**src/pkg/acs_pkg.sv**
```systemverilog
// Shared constants and types for the audio clock source selector
package acs_pkg;
  // System clock rate
  localparam int unsigned CLK_HZ = 40_000_000;
  // Reference inputs, in scan order
  localparam int NUM_REF = 6;
  localparam logic [2:0] REF_WC = 3'h0;
  localparam logic [2:0] REF_OPT1 = 3'h1;
  localparam logic [2:0] REF_OPT2 = 3'h2;
  localparam logic [2:0] REF_SPDIF = 3'h3;
  localparam logic [2:0] REF_LTC = 3'h4;
  localparam logic [2:0] REF_VIDEO = 3'h5;
  // Lock range and period bounds in cycles
  localparam int unsigned MIN_REF_HZ = 28_000;
  localparam int unsigned MAX_REF_HZ = 200_000;
  localparam int unsigned MIN_PER = CLK_HZ / MAX_REF_HZ;
  localparam int unsigned MAX_PER = (CLK_HZ + MIN_REF_HZ - 1) / MIN_REF_HZ;
  localparam int unsigned PER_TOL = 4;
  localparam int unsigned RATE_TOL_HZ = 200;
  // Single-speed band, also split threshold
  localparam int unsigned WC_SS_MIN_HZ = 32_000;
  localparam int unsigned WC_SS_MAX_HZ = 48_000;
  localparam int unsigned SPLIT_MAX_HZ = 2 * WC_SS_MAX_HZ + RATE_TOL_HZ;
  // Register byte offsets
  localparam logic [7:0] OFS_CTRL = 8'h00;
  localparam logic [7:0] OFS_BASE = 8'h04;
  localparam logic [7:0] OFS_COARSE = 8'h08;
  localparam logic [7:0] OFS_FINE = 8'h0C;
  localparam logic [7:0] OFS_CMD = 8'h10;
  localparam logic [7:0] OFS_STATUS = 8'h14;
  localparam logic [7:0] OFS_ACT_FREQ = 8'h18;
  localparam logic [7:0] OFS_CUR_RATE = 8'h1C;
  localparam logic [7:0] OFS_FREQ0 = 8'h20;
  // Command bits
  localparam int CMD_LOAD = 0;
  localparam int CMD_STORE = 1;
  // Reset values and encodings
  localparam logic [17:0] BASE_RST_HZ = 18'h0_BB80;
  localparam logic [1:0] MULT_SINGLE = 2'h0;
  localparam logic [1:0] MULT_DOUBLE = 2'h1;
  localparam logic [1:0] MULT_QUAD = 2'h2;
  localparam logic [1:0] AXI_OKAY = 2'h0;
  localparam logic [1:0] AXI_SLVERR = 2'h2;
  // Control register layout, bit 0 is auto_mode
  typedef struct packed {
    logic fine_act;
    logic coarse_act;
    logic [1:0] mult;
    logic dds_en;
    logic spdif_out_opt2;
    logic spdif_in_opt2;
    logic wc_single;
    logic [2:0] pref;
    logic auto_mode;
  } acs_ctrl_t;
  // Settings image, also stored
  typedef struct packed {
    acs_ctrl_t ctrl;
    logic [17:0] base_hz;
    logic [15:0] coarse;
    logic [15:0] fine;
  } acs_cfg_t;
  typedef enum logic [1:0] {
    SYNC_NONE = 2'h0,
    SYNC_LOCK = 2'h1,
    SYNC_SYNC = 2'h2
  } acs_sync_t;
  typedef enum logic [1:0] {
    ST_MASTER = 2'h0,
    ST_SLAVE = 2'h1
  } acs_state_t;
endpackage : acs_pkg

```
**src/acs_clock_selector.sv**
```systemverilog
// Audio sample clock source selector with AXI4-Lite registers
// Operation
// Word clock output runs at the current sample rate by default.
// Single-speed option folds word clock output into 32..48 kHz; code halves above 48k, quarters above 96k only.
// Setting picks SPDIF receive source: coaxial or optical port 2.
// SPDIF transmit always on coax; also on optical 2 when selected.
// Word clock, optical 1, 2, SPDIF report no lock, lock or sync.
// Clock mode picks master (internal) or automatic (external reference).
// Automatic keeps preferred reference while valid, else next valid one.
// Candidates: word clock, optical 1, 2, SPDIF, timecode, video.
// Slave only when input rate matches current playback sample rate.
// No valid candidate means internal clock, master behaviour.
// Status shows master or slave clock state.
// Status shows active reference identity and its measured frequency.
// Lock to any reference rate from 28 kHz to 200 kHz.
// At 88.2/96 kHz optical ports use sample split at half rate.
// Synthesizer setting applies only in master mode.
// Synth rate is base times multiplier plus active offset, 1 Hz steps.
// Multiplier offers single, double and quad speed.
// Synth enable gates all synth settings; clear means plain base rate.
// Load copies nonvolatile settings in; store writes settings out.
// Losing the active reference re-runs selection automatically.
// Sync means rate matches reference within tolerance, period stable.
//
// The AXI4-Lite slave port and the register offsets were left to the implementer.
`timescale 1ns/10ps
`default_nettype none
module acs_clock_selector
  import acs_pkg::*;
#(
  parameter int unsigned GATE_CYCLES = 40_000_000,
  parameter int ADDR_W = 8
)(
  input wire logic aclk,
  input wire logic aresetn,
  input wire logic [ADDR_W-1:0] s_axi_awaddr,
  input wire logic s_axi_awvalid,
  output logic s_axi_awready,
  input wire logic [31:0] s_axi_wdata,
  input wire logic [3:0] s_axi_wstrb,
  input wire logic s_axi_wvalid,
  output logic s_axi_wready,
  output logic [1:0] s_axi_bresp,
  output logic s_axi_bvalid,
  input wire logic s_axi_bready,
  input wire logic [ADDR_W-1:0] s_axi_araddr,
  input wire logic s_axi_arvalid,
  output logic s_axi_arready,
  output logic [31:0] s_axi_rdata,
  output logic [1:0] s_axi_rresp,
  output logic s_axi_rvalid,
  input wire logic s_axi_rready,
  input wire logic [NUM_REF-1:0] ref_pins,
  input wire logic tco_present,
  input wire logic spdif_tx_data,
  input wire logic opt2_tx_data,
  input wire acs_cfg_t nv_rd_data,
  output logic wc_out,
  output logic spdif_coax_out,
  output logic opt2_out,
  output logic sample_split,
  output logic clk_slave,
  output logic nv_store_pulse,
  output acs_cfg_t nv_wr_data
);
  localparam int RW = 21;
  localparam int GW = $clog2(GATE_CYCLES + 1);

  // Rate compare within tolerance
  function automatic logic rate_near(input logic [RW-1:0] a,
                                     input logic [RW-1:0] b);
    logic [RW-1:0] d;
    d = (a > b) ? a - b : b - a;
    return d <= RW'(RATE_TOL_HZ);
  endfunction : rate_near

  // Byte-lane merge for register writes
  function automatic logic [31:0] wmerge(input logic [31:0] old,
                                         input logic [31:0] dat,
                                         input logic [3:0] strb);
    logic [31:0] r;
    r = old;
    for (int b = 0; b < 4; b++)
      if (strb[b])
        r[8*b +: 8] = dat[8*b +: 8];
    return r;
  endfunction : wmerge

  acs_cfg_t cfg_ff;
  acs_state_t state_ff;
  logic [2:0] active_ff;
  logic [RW-1:0] int_rate_ff, cur_rate_ff, act_freq_ff;
  logic [NUM_REF-1:0] sync1_ff, sync2_ff, prev_ff;
  logic tco1_ff, tco2_ff;
  logic [NUM_REF-1:0] lock;
  logic [RW-1:0] freq_ff [NUM_REF];
  logic [RW-1:0] eff_freq [NUM_REF];
  logic [GW-1:0] gate_ff;
  logic [7:0] sync_st_ff;
  logic [26:0] acc_ff;
  logic awheld_ff, wheld_ff;
  logic [ADDR_W-1:0] awaddr_ff;
  logic [31:0] wdata_ff;
  logic [3:0] wstrb_ff;

  // Pin synchronisers
  always_ff @(posedge aclk)
  begin
    sync1_ff <= ref_pins;
    sync2_ff <= sync1_ff;
    tco1_ff <= tco_present;
    tco2_ff <= tco1_ff;
  end

  // SPDIF receive mux
  wire [NUM_REF-1:0] ref_s;
  assign ref_s[REF_SPDIF] = cfg_ff.ctrl.spdif_in_opt2 ?
                            sync2_ff[REF_OPT2] : sync2_ff[REF_SPDIF];
  assign ref_s[2:0] = sync2_ff[2:0];
  assign ref_s[5:4] = sync2_ff[5:4];

  always_ff @(posedge aclk)
  begin
    prev_ff <= aresetn ? ref_s : '0;
  end

  wire [NUM_REF-1:0] rise = ref_s & ~prev_ff;
  wire gate_end = (gate_ff == GW'(GATE_CYCLES - 1));

  // Measurement gate; edges per gate give the rate
  always_ff @(posedge aclk)
  begin
    if (!aresetn || gate_end)
      gate_ff <= '0;
    else
      gate_ff <= gate_ff + 1'b1;
  end

  // Playback rate decides optical sample split
  wire split = (int_rate_ff > RW'(WC_SS_MAX_HZ)) &&
               (int_rate_ff <= RW'(SPLIT_MAX_HZ));

  // Period tracker and frequency counter
  genvar gi;
  generate
    for (gi = 0; gi < NUM_REF; gi++)
    begin : g_ref
      logic [11:0] cnt_ff, per_ff;
      logic stable_ff;
      logic [RW-1:0] ecnt_ff;
      wire [11:0] pdiff = (cnt_ff > per_ff) ? cnt_ff - per_ff :
                          per_ff - cnt_ff;
      wire in_range = (cnt_ff >= 12'(MIN_PER)) &&
                      (cnt_ff <= 12'(MAX_PER));
      // Lock needs two matching periods inside the range
      always_ff @(posedge aclk)
      begin
        if (!aresetn)
        begin
          cnt_ff <= '0;
          per_ff <= '0;
          stable_ff <= 1'b0;
        end
        else if (rise[gi])
        begin
          cnt_ff <= 12'h001;
          per_ff <= cnt_ff;
          stable_ff <= in_range && (pdiff <= 12'(PER_TOL));
        end
        else if (cnt_ff != 12'hFFF)
          cnt_ff <= cnt_ff + 1'b1;
      end
      // A stopped input drops lock once a period overruns
      assign lock[gi] = stable_ff && (cnt_ff <= 12'(MAX_PER));
      always_ff @(posedge aclk)
      begin
        if (!aresetn)
        begin
          ecnt_ff <= '0;
          freq_ff[gi] <= '0;
        end
        else if (gate_end)
        begin
          ecnt_ff <= RW'(rise[gi]);
          freq_ff[gi] <= ecnt_ff;
        end
        else if (rise[gi])
          ecnt_ff <= ecnt_ff + 1'b1;
      end
      // Optical frames run at half rate in split mode
      if (gi == REF_OPT1 || gi == REF_OPT2)
      begin : g_opt
        assign eff_freq[gi] = split ? RW'({freq_ff[gi], 1'b0}) :
                              freq_ff[gi];
      end
      else
      begin : g_std
        assign eff_freq[gi] = freq_ff[gi];
      end
    end
  endgenerate

  // Candidates: locked, present, at playback rate
  wire [NUM_REF-1:0] avail = {tco2_ff, tco2_ff, 4'hF};
  wire [NUM_REF-1:0] ok;
  generate
    for (gi = 0; gi < NUM_REF; gi++)
    begin : g_ok
      assign ok[gi] = lock[gi] && avail[gi] &&
                      rate_near(eff_freq[gi], int_rate_ff);
    end
  endgenerate

  // Lowest valid input is the fallback
  logic [2:0] first_ok;
  always_comb
  begin
    first_ok = REF_WC;
    for (int i = NUM_REF - 1; i >= 0; i--)
      if (ok[i])
        first_ok = 3'(i);
  end

  wire pref_ok = (cfg_ff.ctrl.pref < 3'(NUM_REF)) && ok[cfg_ff.ctrl.pref];
  wire [2:0] nxt_active = pref_ok ? cfg_ff.ctrl.pref : first_ok;
  wire any_ok = |ok;
  // Re-evaluated every cycle, so a lost reference is left at once
  wire go_slave = cfg_ff.ctrl.auto_mode && any_ok;
  acs_state_t nxt_state;
  always_comb
  begin
    unique case (state_ff)
      ST_MASTER: nxt_state = go_slave ? ST_SLAVE : ST_MASTER;
      ST_SLAVE: nxt_state = go_slave ? ST_SLAVE : ST_MASTER;
      default: nxt_state = ST_MASTER;
    endcase
  end

  always_ff @(posedge aclk)
  begin
    if (!aresetn)
    begin
      state_ff <= ST_MASTER;
      active_ff <= REF_WC;
    end
    else
    begin
      state_ff <= nxt_state;
      active_ff <= go_slave ? nxt_active : REF_WC;
    end
  end

  // Internal rate; synth needs enable and master mode
  wire dds_on = cfg_ff.ctrl.dds_en && !cfg_ff.ctrl.auto_mode;
  wire [1:0] mult_sh = (cfg_ff.ctrl.mult == MULT_QUAD) ? 2'h2 :
                       (cfg_ff.ctrl.mult == MULT_DOUBLE) ? 2'h1 :
                       2'h0;
  wire [RW:0] scaled = (RW + 1)'({3'h0, cfg_ff.base_hz} << mult_sh);
  wire [15:0] offs = cfg_ff.ctrl.coarse_act ? cfg_ff.coarse :
                     cfg_ff.ctrl.fine_act ? cfg_ff.fine : 16'h0000;
  wire signed [RW:0] synth = $signed(scaled) +
                             $signed({{(RW - 15){offs[15]}}, offs});
  wire [RW-1:0] synth_rate = synth[RW] ? '0 : synth[RW-1:0];
  wire [RW-1:0] nxt_int_rate = dds_on ? synth_rate :
                               RW'(cfg_ff.base_hz);
  wire [RW-1:0] nxt_act_freq = (state_ff == ST_SLAVE) ?
                               eff_freq[active_ff] : int_rate_ff;

  always_ff @(posedge aclk)
  begin
    if (!aresetn)
    begin
      int_rate_ff <= RW'(BASE_RST_HZ);
      cur_rate_ff <= RW'(BASE_RST_HZ);
      act_freq_ff <= '0;
    end
    else
    begin
      int_rate_ff <= nxt_int_rate;
      act_freq_ff <= nxt_act_freq;
      cur_rate_ff <= nxt_act_freq;
    end
  end

  // Word clock rate, folded on request
  wire [RW-1:0] wc_rate = !cfg_ff.ctrl.wc_single ? cur_rate_ff :
    (cur_rate_ff > RW'(2 * WC_SS_MAX_HZ)) ? (cur_rate_ff >> 2) :
    (cur_rate_ff > RW'(WC_SS_MAX_HZ)) ? (cur_rate_ff >> 1) :
    cur_rate_ff;
  // Fractional divider: exact average rate, one-cycle edge jitter
  wire [26:0] acc_sum = acc_ff + 27'({wc_rate, 1'b0});
  wire wc_wrap = acc_sum >= 27'(CLK_HZ);

  always_ff @(posedge aclk)
  begin
    if (!aresetn)
    begin
      acc_ff <= '0;
      wc_out <= 1'b0;
    end
    else
    begin
      acc_ff <= wc_wrap ? acc_sum - 27'(CLK_HZ) : acc_sum;
      wc_out <= wc_out ^ wc_wrap;
    end
  end

  // Status for the four checked inputs
  logic [7:0] nxt_sync_st;
  always_comb
  begin
    for (int i = 0; i < 4; i++)
      if (!lock[i])
        nxt_sync_st[2*i +: 2] = SYNC_NONE;
      else if (rate_near(eff_freq[i], cur_rate_ff))
        nxt_sync_st[2*i +: 2] = SYNC_SYNC;
      else
        nxt_sync_st[2*i +: 2] = SYNC_LOCK;
  end

  // Status and SPDIF routing flops
  always_ff @(posedge aclk)
  begin
    if (!aresetn)
    begin
      sync_st_ff <= '0;
      clk_slave <= 1'b0;
      sample_split <= 1'b0;
      spdif_coax_out <= 1'b0;
      opt2_out <= 1'b0;
    end
    else
    begin
      sync_st_ff <= nxt_sync_st;
      clk_slave <= (nxt_state == ST_SLAVE);
      sample_split <= split;
      spdif_coax_out <= spdif_tx_data;
      opt2_out <= cfg_ff.ctrl.spdif_out_opt2 ?
                  spdif_tx_data : opt2_tx_data;
    end
  end

  // Write path: address and data in either order
  wire do_wr = awheld_ff && wheld_ff && !s_axi_bvalid;
  wire [7:0] wa = 8'(awaddr_ff);
  wire wr_ok = (wa == OFS_CTRL) || (wa == OFS_BASE) ||
               (wa == OFS_COARSE) || (wa == OFS_FINE) || (wa == OFS_CMD);

  always_ff @(posedge aclk)
  begin
    if (!aresetn)
    begin
      awheld_ff <= 1'b0;
      wheld_ff <= 1'b0;
      s_axi_awready <= 1'b0;
      s_axi_wready <= 1'b0;
      s_axi_bvalid <= 1'b0;
      s_axi_bresp <= AXI_OKAY;
      awaddr_ff <= '0;
      wdata_ff <= '0;
      wstrb_ff <= '0;
    end
    else
    begin
      s_axi_awready <= !awheld_ff && !(s_axi_awvalid && s_axi_awready);
      s_axi_wready <= !wheld_ff && !(s_axi_wvalid && s_axi_wready);
      if (s_axi_awvalid && s_axi_awready)
      begin
        awheld_ff <= 1'b1;
        awaddr_ff <= s_axi_awaddr;
      end
      if (s_axi_wvalid && s_axi_wready)
      begin
        wheld_ff <= 1'b1;
        wdata_ff <= s_axi_wdata;
        wstrb_ff <= s_axi_wstrb;
      end
      if (do_wr)
      begin
        s_axi_bvalid <= 1'b1;
        s_axi_bresp <= wr_ok ? AXI_OKAY : AXI_SLVERR;
      end
      else if (s_axi_bvalid && s_axi_bready)
      begin
        s_axi_bvalid <= 1'b0;
        awheld_ff <= 1'b0;
        wheld_ff <= 1'b0;
      end
    end
  end

  // Settings, load and store
  wire cmd_wr = do_wr && (wa == OFS_CMD) && wstrb_ff[0];
  wire [31:0] ctrl_w = wmerge({20'h0_0000, cfg_ff.ctrl}, wdata_ff, wstrb_ff);
  wire [31:0] base_w = wmerge({14'h0000, cfg_ff.base_hz}, wdata_ff,
                              wstrb_ff);
  wire [31:0] crs_w = wmerge({16'h0000, cfg_ff.coarse}, wdata_ff, wstrb_ff);
  wire [31:0] fin_w = wmerge({16'h0000, cfg_ff.fine}, wdata_ff, wstrb_ff);

  always_ff @(posedge aclk)
  begin
    if (!aresetn)
    begin
      cfg_ff <= '{ctrl: '{mult: MULT_SINGLE, default: '0},
                  base_hz: BASE_RST_HZ, coarse: '0, fine: '0};
      nv_store_pulse <= 1'b0;
      nv_wr_data <= '0;
    end
    else
    begin
      nv_store_pulse <= cmd_wr && wdata_ff[CMD_STORE];
      if (cmd_wr && wdata_ff[CMD_STORE])
        nv_wr_data <= cfg_ff;
      if (cmd_wr && wdata_ff[CMD_LOAD])
        cfg_ff <= nv_rd_data;
      else if (do_wr && wa == OFS_CTRL)
        cfg_ff.ctrl <= acs_ctrl_t'(ctrl_w[11:0]);
      else if (do_wr && wa == OFS_BASE)
        cfg_ff.base_hz <= base_w[17:0];
      else if (do_wr && wa == OFS_COARSE)
        cfg_ff.coarse <= crs_w[15:0];
      else if (do_wr && wa == OFS_FINE)
        cfg_ff.fine <= fin_w[15:0];
    end
  end

  // Read decode
  wire [7:0] ra = 8'(s_axi_araddr);
  wire is_freq = (ra >= OFS_FREQ0) &&
                 (ra < OFS_FREQ0 + 8'(4 * NUM_REF)) && (ra[1:0] == 2'h0);
  wire [2:0] fsel = 3'((ra - OFS_FREQ0) >> 2);
  wire [31:0] status_w = {18'h0_0000, tco2_ff, sample_split,
                          sync_st_ff, active_ff, clk_slave};
  wire rd_hit = is_freq || (ra == OFS_CTRL) || (ra == OFS_BASE) ||
                (ra == OFS_COARSE) || (ra == OFS_FINE) ||
                (ra == OFS_CMD) || (ra == OFS_STATUS) ||
                (ra == OFS_ACT_FREQ) || (ra == OFS_CUR_RATE);
  wire [31:0] rd_mux =
    is_freq ? 32'(freq_ff[fsel]) :
    (ra == OFS_CTRL) ? {20'h0_0000, cfg_ff.ctrl} :
    (ra == OFS_BASE) ? {14'h0000, cfg_ff.base_hz} :
    (ra == OFS_COARSE) ? {16'h0000, cfg_ff.coarse} :
    (ra == OFS_FINE) ? {16'h0000, cfg_ff.fine} :
    (ra == OFS_STATUS) ? status_w :
    (ra == OFS_ACT_FREQ) ? 32'(act_freq_ff) :
    (ra == OFS_CUR_RATE) ? 32'(int_rate_ff) : 32'h0000_0000;

  // AXI read path: one read at a time
  always_ff @(posedge aclk)
  begin
    if (!aresetn)
    begin
      s_axi_arready <= 1'b0;
      s_axi_rvalid <= 1'b0;
      s_axi_rdata <= '0;
      s_axi_rresp <= AXI_OKAY;
    end
    else if (s_axi_arvalid && s_axi_arready)
    begin
      s_axi_arready <= 1'b0;
      s_axi_rvalid <= 1'b1;
      s_axi_rdata <= rd_mux;
      s_axi_rresp <= rd_hit ? AXI_OKAY : AXI_SLVERR;
    end
    else if (s_axi_rvalid && s_axi_rready)
      s_axi_rvalid <= 1'b0;
    else
      s_axi_arready <= !s_axi_rvalid;
  end
endmodule : acs_clock_selector
`default_nettype wire

```
**config.mk**
```make
export PLATFORM = sky130hd
export DESIGN_NAME = acs_clock_selector
export DESIGN_NICKNAME = d
export VERILOG_FILES = /design/src/pkg/acs_pkg.sv /design/src/acs_clock_selector.sv
export SDC_FILE = /design/constraint.sdc
export NUM_CORES = 2
export LEC_CHECK = 0
export BUFFER_PORTS_ARGS = -buffer_cell sky130_fd_sc_hd__buf_4
export CAP_MARGIN = 25
export CORE_MARGIN = 10
export CORE_UTILIZATION = 55
export CTS_CLUSTER_SIZE = 28
export DETAILED_ROUTE_END_ITERATION = 10
export HOLD_SLACK_MARGIN = 0.05
export PLACE_DENSITY = 0.77
export SLEW_MARGIN = 20
export SYNTH_ARGS = -nofsm -noshare
export SYNTH_HDL_FRONTEND = slang
export SYNTH_SLANG_ARGS = --single-unit
```
**constraint.sdc**
```tcl
create_clock -name aclk -period 7.69 [get_ports aclk]
set_input_delay 0.3845 -clock aclk [delete_from_list [all_inputs] [get_ports aclk]]
set_output_delay 0.3845 -clock aclk [all_outputs]
set_load 0.005 [all_outputs]
```
==> summary.md <==
| Metric | Value |
|---|---|
| Yosys top cell area share | `0.204` |
| Total Routing Usage GR | `0.371` |
| Core Area | `106000 um2` |
| Vias in the first global route | `52600` |
| Worst endpoint required time | `8.31 ns` |
| Post-synthesis cell area | `58600 um2` |
| Clock Tree Buf Depth | `3` |
| Clock power share | `0.395` |
| Antenna-violating nets left | `0` |
| Most frequent cells after synthesis | `nand2_1, a21oi_1, ha_1` |
| Cell family with most CP delay | `compound AO/OA/AOI/OAI gates` |
| CTS Buf Count | `82` |
| Pins Over Slew Limit | `0` |
| Worst-path cell with the longest stage delay | `o21ai_4` |
| Share of power burned in registers | `0.399` |
| Drt wl/cell | `26.2 um` |
| Origin of the worst setup path | `int_rate_ff[5]$_SDFF_PN0_` |
| EDFF count, synth | `126` |
| FMAX | `137 MHz` |
| Top cells by area, synth | `dfxtp_1, ha_1, edfxtp_1` |
| Post-DP HPWL | `179000 um` |
| Leak Pwr | `26.4 nW` |
| Hold_ws | `0.0522 ns` |
| Final instance count without filler cells | `8981` |
| Final Hold Viols | `0` |
| Area leader, netlist | `dfxtp_1` |
| Final Instance Area | `65300 um2` |
| Syn Inst Count | `7315` |
| Io pins | `239` |
| FFs w/ async S/R, synth | `0` |
| Crit path depth | `24` |
| First-pass GRT wire length | `341000 um` |
| Floorplan row count | `119` |
| Initial antenna violation count | `20` |
| Cell Int Power | `7.11 mW` |
| Avg Inst Size Synth | `8.01 um2` |
| Filler cell count | `9299` |
| GR Overflow Total | `0` |
| Critical path buffer and inverter count | `2` |
| RSZ-0062 raised after global routing | `no` |
| Worst Tran Pin Value | `1.22 ns` |
| Cell with the most instances after synthesis | `nand2_1` |
| Total Routed Length | `236000 um` |
| Worst-path clk slew | `0.07 ns` |
| Seq. cell area | `15700 um2` |
| Worst setup path class | `reg2reg` |
| Reg2Reg Setup Slack | `0.41 ns` |
| Worst-Skew Late Latency | `0.72 ns` |
| GPL Wtd Cong | `1.07` |
| Predominant post-synthesis flop cell | `dfxtp_1` |
| Area used by multi-input combinational logic | `39700 um2` |
| Worst-case reg-to-reg path depth | `24` |
| Chip height | `346 um` |
| Setup Fix Bufs, Post-CTS | `0` |
| Synth unique cells | `111` |
| Sw Share | `0.308` |
| Drt pass-1 iters | `9` |
| Outcome | `completed` |
| Crit end category | `flop` |
| Largest net degree at the start of global routing | `192` |
| Tcrit/Tclk final | `0.947` |
| Via count | `57900` |
| Input/output buffers | `210` |
| Clk root buf | `clkbuf_16` |
| Worst setup endpoint | `active_ff[0]$_SDFF_PN0_` |
| DRC Markers | `0` |
| Depth of the CTS H-tree | `3` |
| Worst R2R Start | `int_rate_ff[5]$_SDFF_PN0_` |
| Max cap viols | `0` |
| Placed cell area | `61900 um2` |
| Seq/Total Area, Yosys | `0.269` |
| Critical Path AT | `7.90 ns` |
| Max rail drop VDD | `0.194 mV` |
| Starting DRC count in detailed routing | `7272` |
| FF-to-FF End | `active_ff[0]$_SDFF_PN0_` |
| Combinational Power Share | `0.206` |
| Highest cell delay on the worst timing path | `0.82 ns` |
| Final nets | `8263` |
| Pwr dens | `157 nW/um2` |
| CTS tree | `built` |
| Crit path top cell by count | `o21ai_0` |
| Worst Path Max Fanout | `31` |
| Crit path cell chain | `inv_1 > nand4_1 > nor4_1 > o21ai_0 > a41oi_1 > nor3_1 > o21ai_4 > buf_4 > mux2_2 > ha_1 > nand2_1 > o21ai_0 > a21oi_1 > a21o_1 > o31ai_2 > o21ai_0 > o221ai_1 > nand3_1 > nor4_1 > nand4_1 > o221a_2 > a211o_1 > a21bo_1 > a21oi_2` |
| Via density | `6.44` |
| Die area | `120000 um2` |
| Synthesis Warnings | `0` |
| PostCTS Resize Cnt | `0` |
| Total negative slack | `0 ns` |
| #FFs+latches synth | `723` |
| Switching power | `3.16 mW` |
| Initial Util | `0.555` |
| Share of cells above drive strength 1 | `0.103` |
| Hold WC Path Type | `in2reg` |
| Post-Place Cells | `8757` |
| Startpoint Class | `flop` |
| Final total power | `10.3 mW` |
| Final setup fails | `0` |
| Fin crit period | `7.28 ns` |
| Relative slew margins | `0.185` |
| Die width | `346 um` |
| Skew final | `0.0526 ns` |
| Synth-to-layout area growth | `11.5%` |
| Clock Sinks | `723` |
[kinds of logic after synthesis]
logic type	count (synthesis)	share of synthesized area
other	1	0.0000640
buffers and inverters	807	0.0553
xor gates and xnor gates	393	0.0588
DFF	723	0.269
AOI/OAI and AO/OA	1988	0.218
muxes	311	0.0640
and+or+nand+nor	2467	0.202
adders and majority gates	625	0.134
[registers in the layout (all words and copies together) (netlist names), 6 cells and up]
register and count:
acc_ff 26, act_freq_ff 7, awaddr_ff 8, cfg_ff 62
cur_rate_ff 21, freq_ff 126, g_ref.cnt_ff 72, g_ref.ecnt_ff 126
g_ref.per_ff 72, g_ref.stable_ff 6, gate_ff 26, int_rate_ff 21
nv_wr_data 62, prev_ff 6, s_axi_rdata 21, sync1_ff 6
sync2_ff 6, sync_st_ff 8, wdata_ff 18
[layer usage]
layer  wire length [um]  vias up  part of all wire  GRT usage
li1                   -    26500                 -          -
met1              93400    27400              0.40      0.480
met2              99100     3262              0.42      0.551
met3              27000      710              0.11     0.0983
met4              15900       14             0.068      0.219
met5                148        -           0.00063          0
[worst min path at each step]
stage,from,to,slack [ns],cells past startpoint
CTS,nv_rd_data[44],cfg_ff[44]$_SDFFE_PN1P_,0.05,3
finish,nv_rd_data[35],cfg_ff[35]$_SDFFE_PN0P_,0.05,3
global route,opt2_tx_data,opt2_out$_SDFF_PN0_,0.06,3
global placement,sync1_ff[0]$_DFF_P_,sync2_ff[0]$_DFF_P_,0.31,0
detailed placement,sync1_ff[0]$_DFF_P_,sync2_ff[0]$_DFF_P_,0.31,0
floorplan,sync1_ff[0]$_DFF_P_,sync2_ff[0]$_DFF_P_,0.31,0
[layout make-up]
cell class,count,area share
inverters,446,0.0257
diodes,16,0.000613
clock inverters,42,0.00745
repair buffers,457,0.0557
well taps,1391,0.0266
clock buffers,108,0.0351
multi-input cells,5798,0.608
flip-flops and latches,723,0.241
[per-stage QoR]
step / setup WS (ns) / util
after floorplan: 1.66 / -
after global placement: 0.711 / 0.586
after detailed placement: 0.620 / 0.587
after CTS: 0.609 / 0.618
after global routing: 0.146 / 0.619
final: 0.406 / 0.619
[power groups by stage]
stage	registers [mW]	logic [mW]	clock network, mW
3_5_place_dp	4.17	2.03	0
6_report	4.10	2.12	4.05
5_1_grt	4.10	2.30	4.23
4_1_cts	4.09	2.07	4.08
2_1_floorplan	4.09	1.53	0
3_3_place_gp	4.17	2.01	0
[what timing repair did]
| action | 4_1_cts | 5_1_grt |
|---|---|---|
| endpoints found under the setup margin | 0 | 0 |
| hold buffers | 55 | 0 |
| hold endpoints to repair | 58 | 0 |
[cell usage in the layout, fill, tap and decap left out, drive strengths merged, types with 108 or more instances in the layout]
cell    Yosys  layout
a211oi    137     137
a21o      141     141
a21oi     718     718
and2      202     202
buf        99     402
clkbuf    261     108
dfxtp     597     597
edfxtp    126     126
ha        623     623
inv       446     451
mux2i     182     182
nand2     767     767
nand3     178     178
nand4     121     121
nor2      605     605
nor3      133     133
o21ai     374     374
xnor2     235     235
xor2      158     158
[tightest hold or removal path, stage by stage]
cell	delay (ns)
buf_4	0.11
a21oi_1	0.13
a211oi_1	0.08
Power figures use the tool's default switching activity.
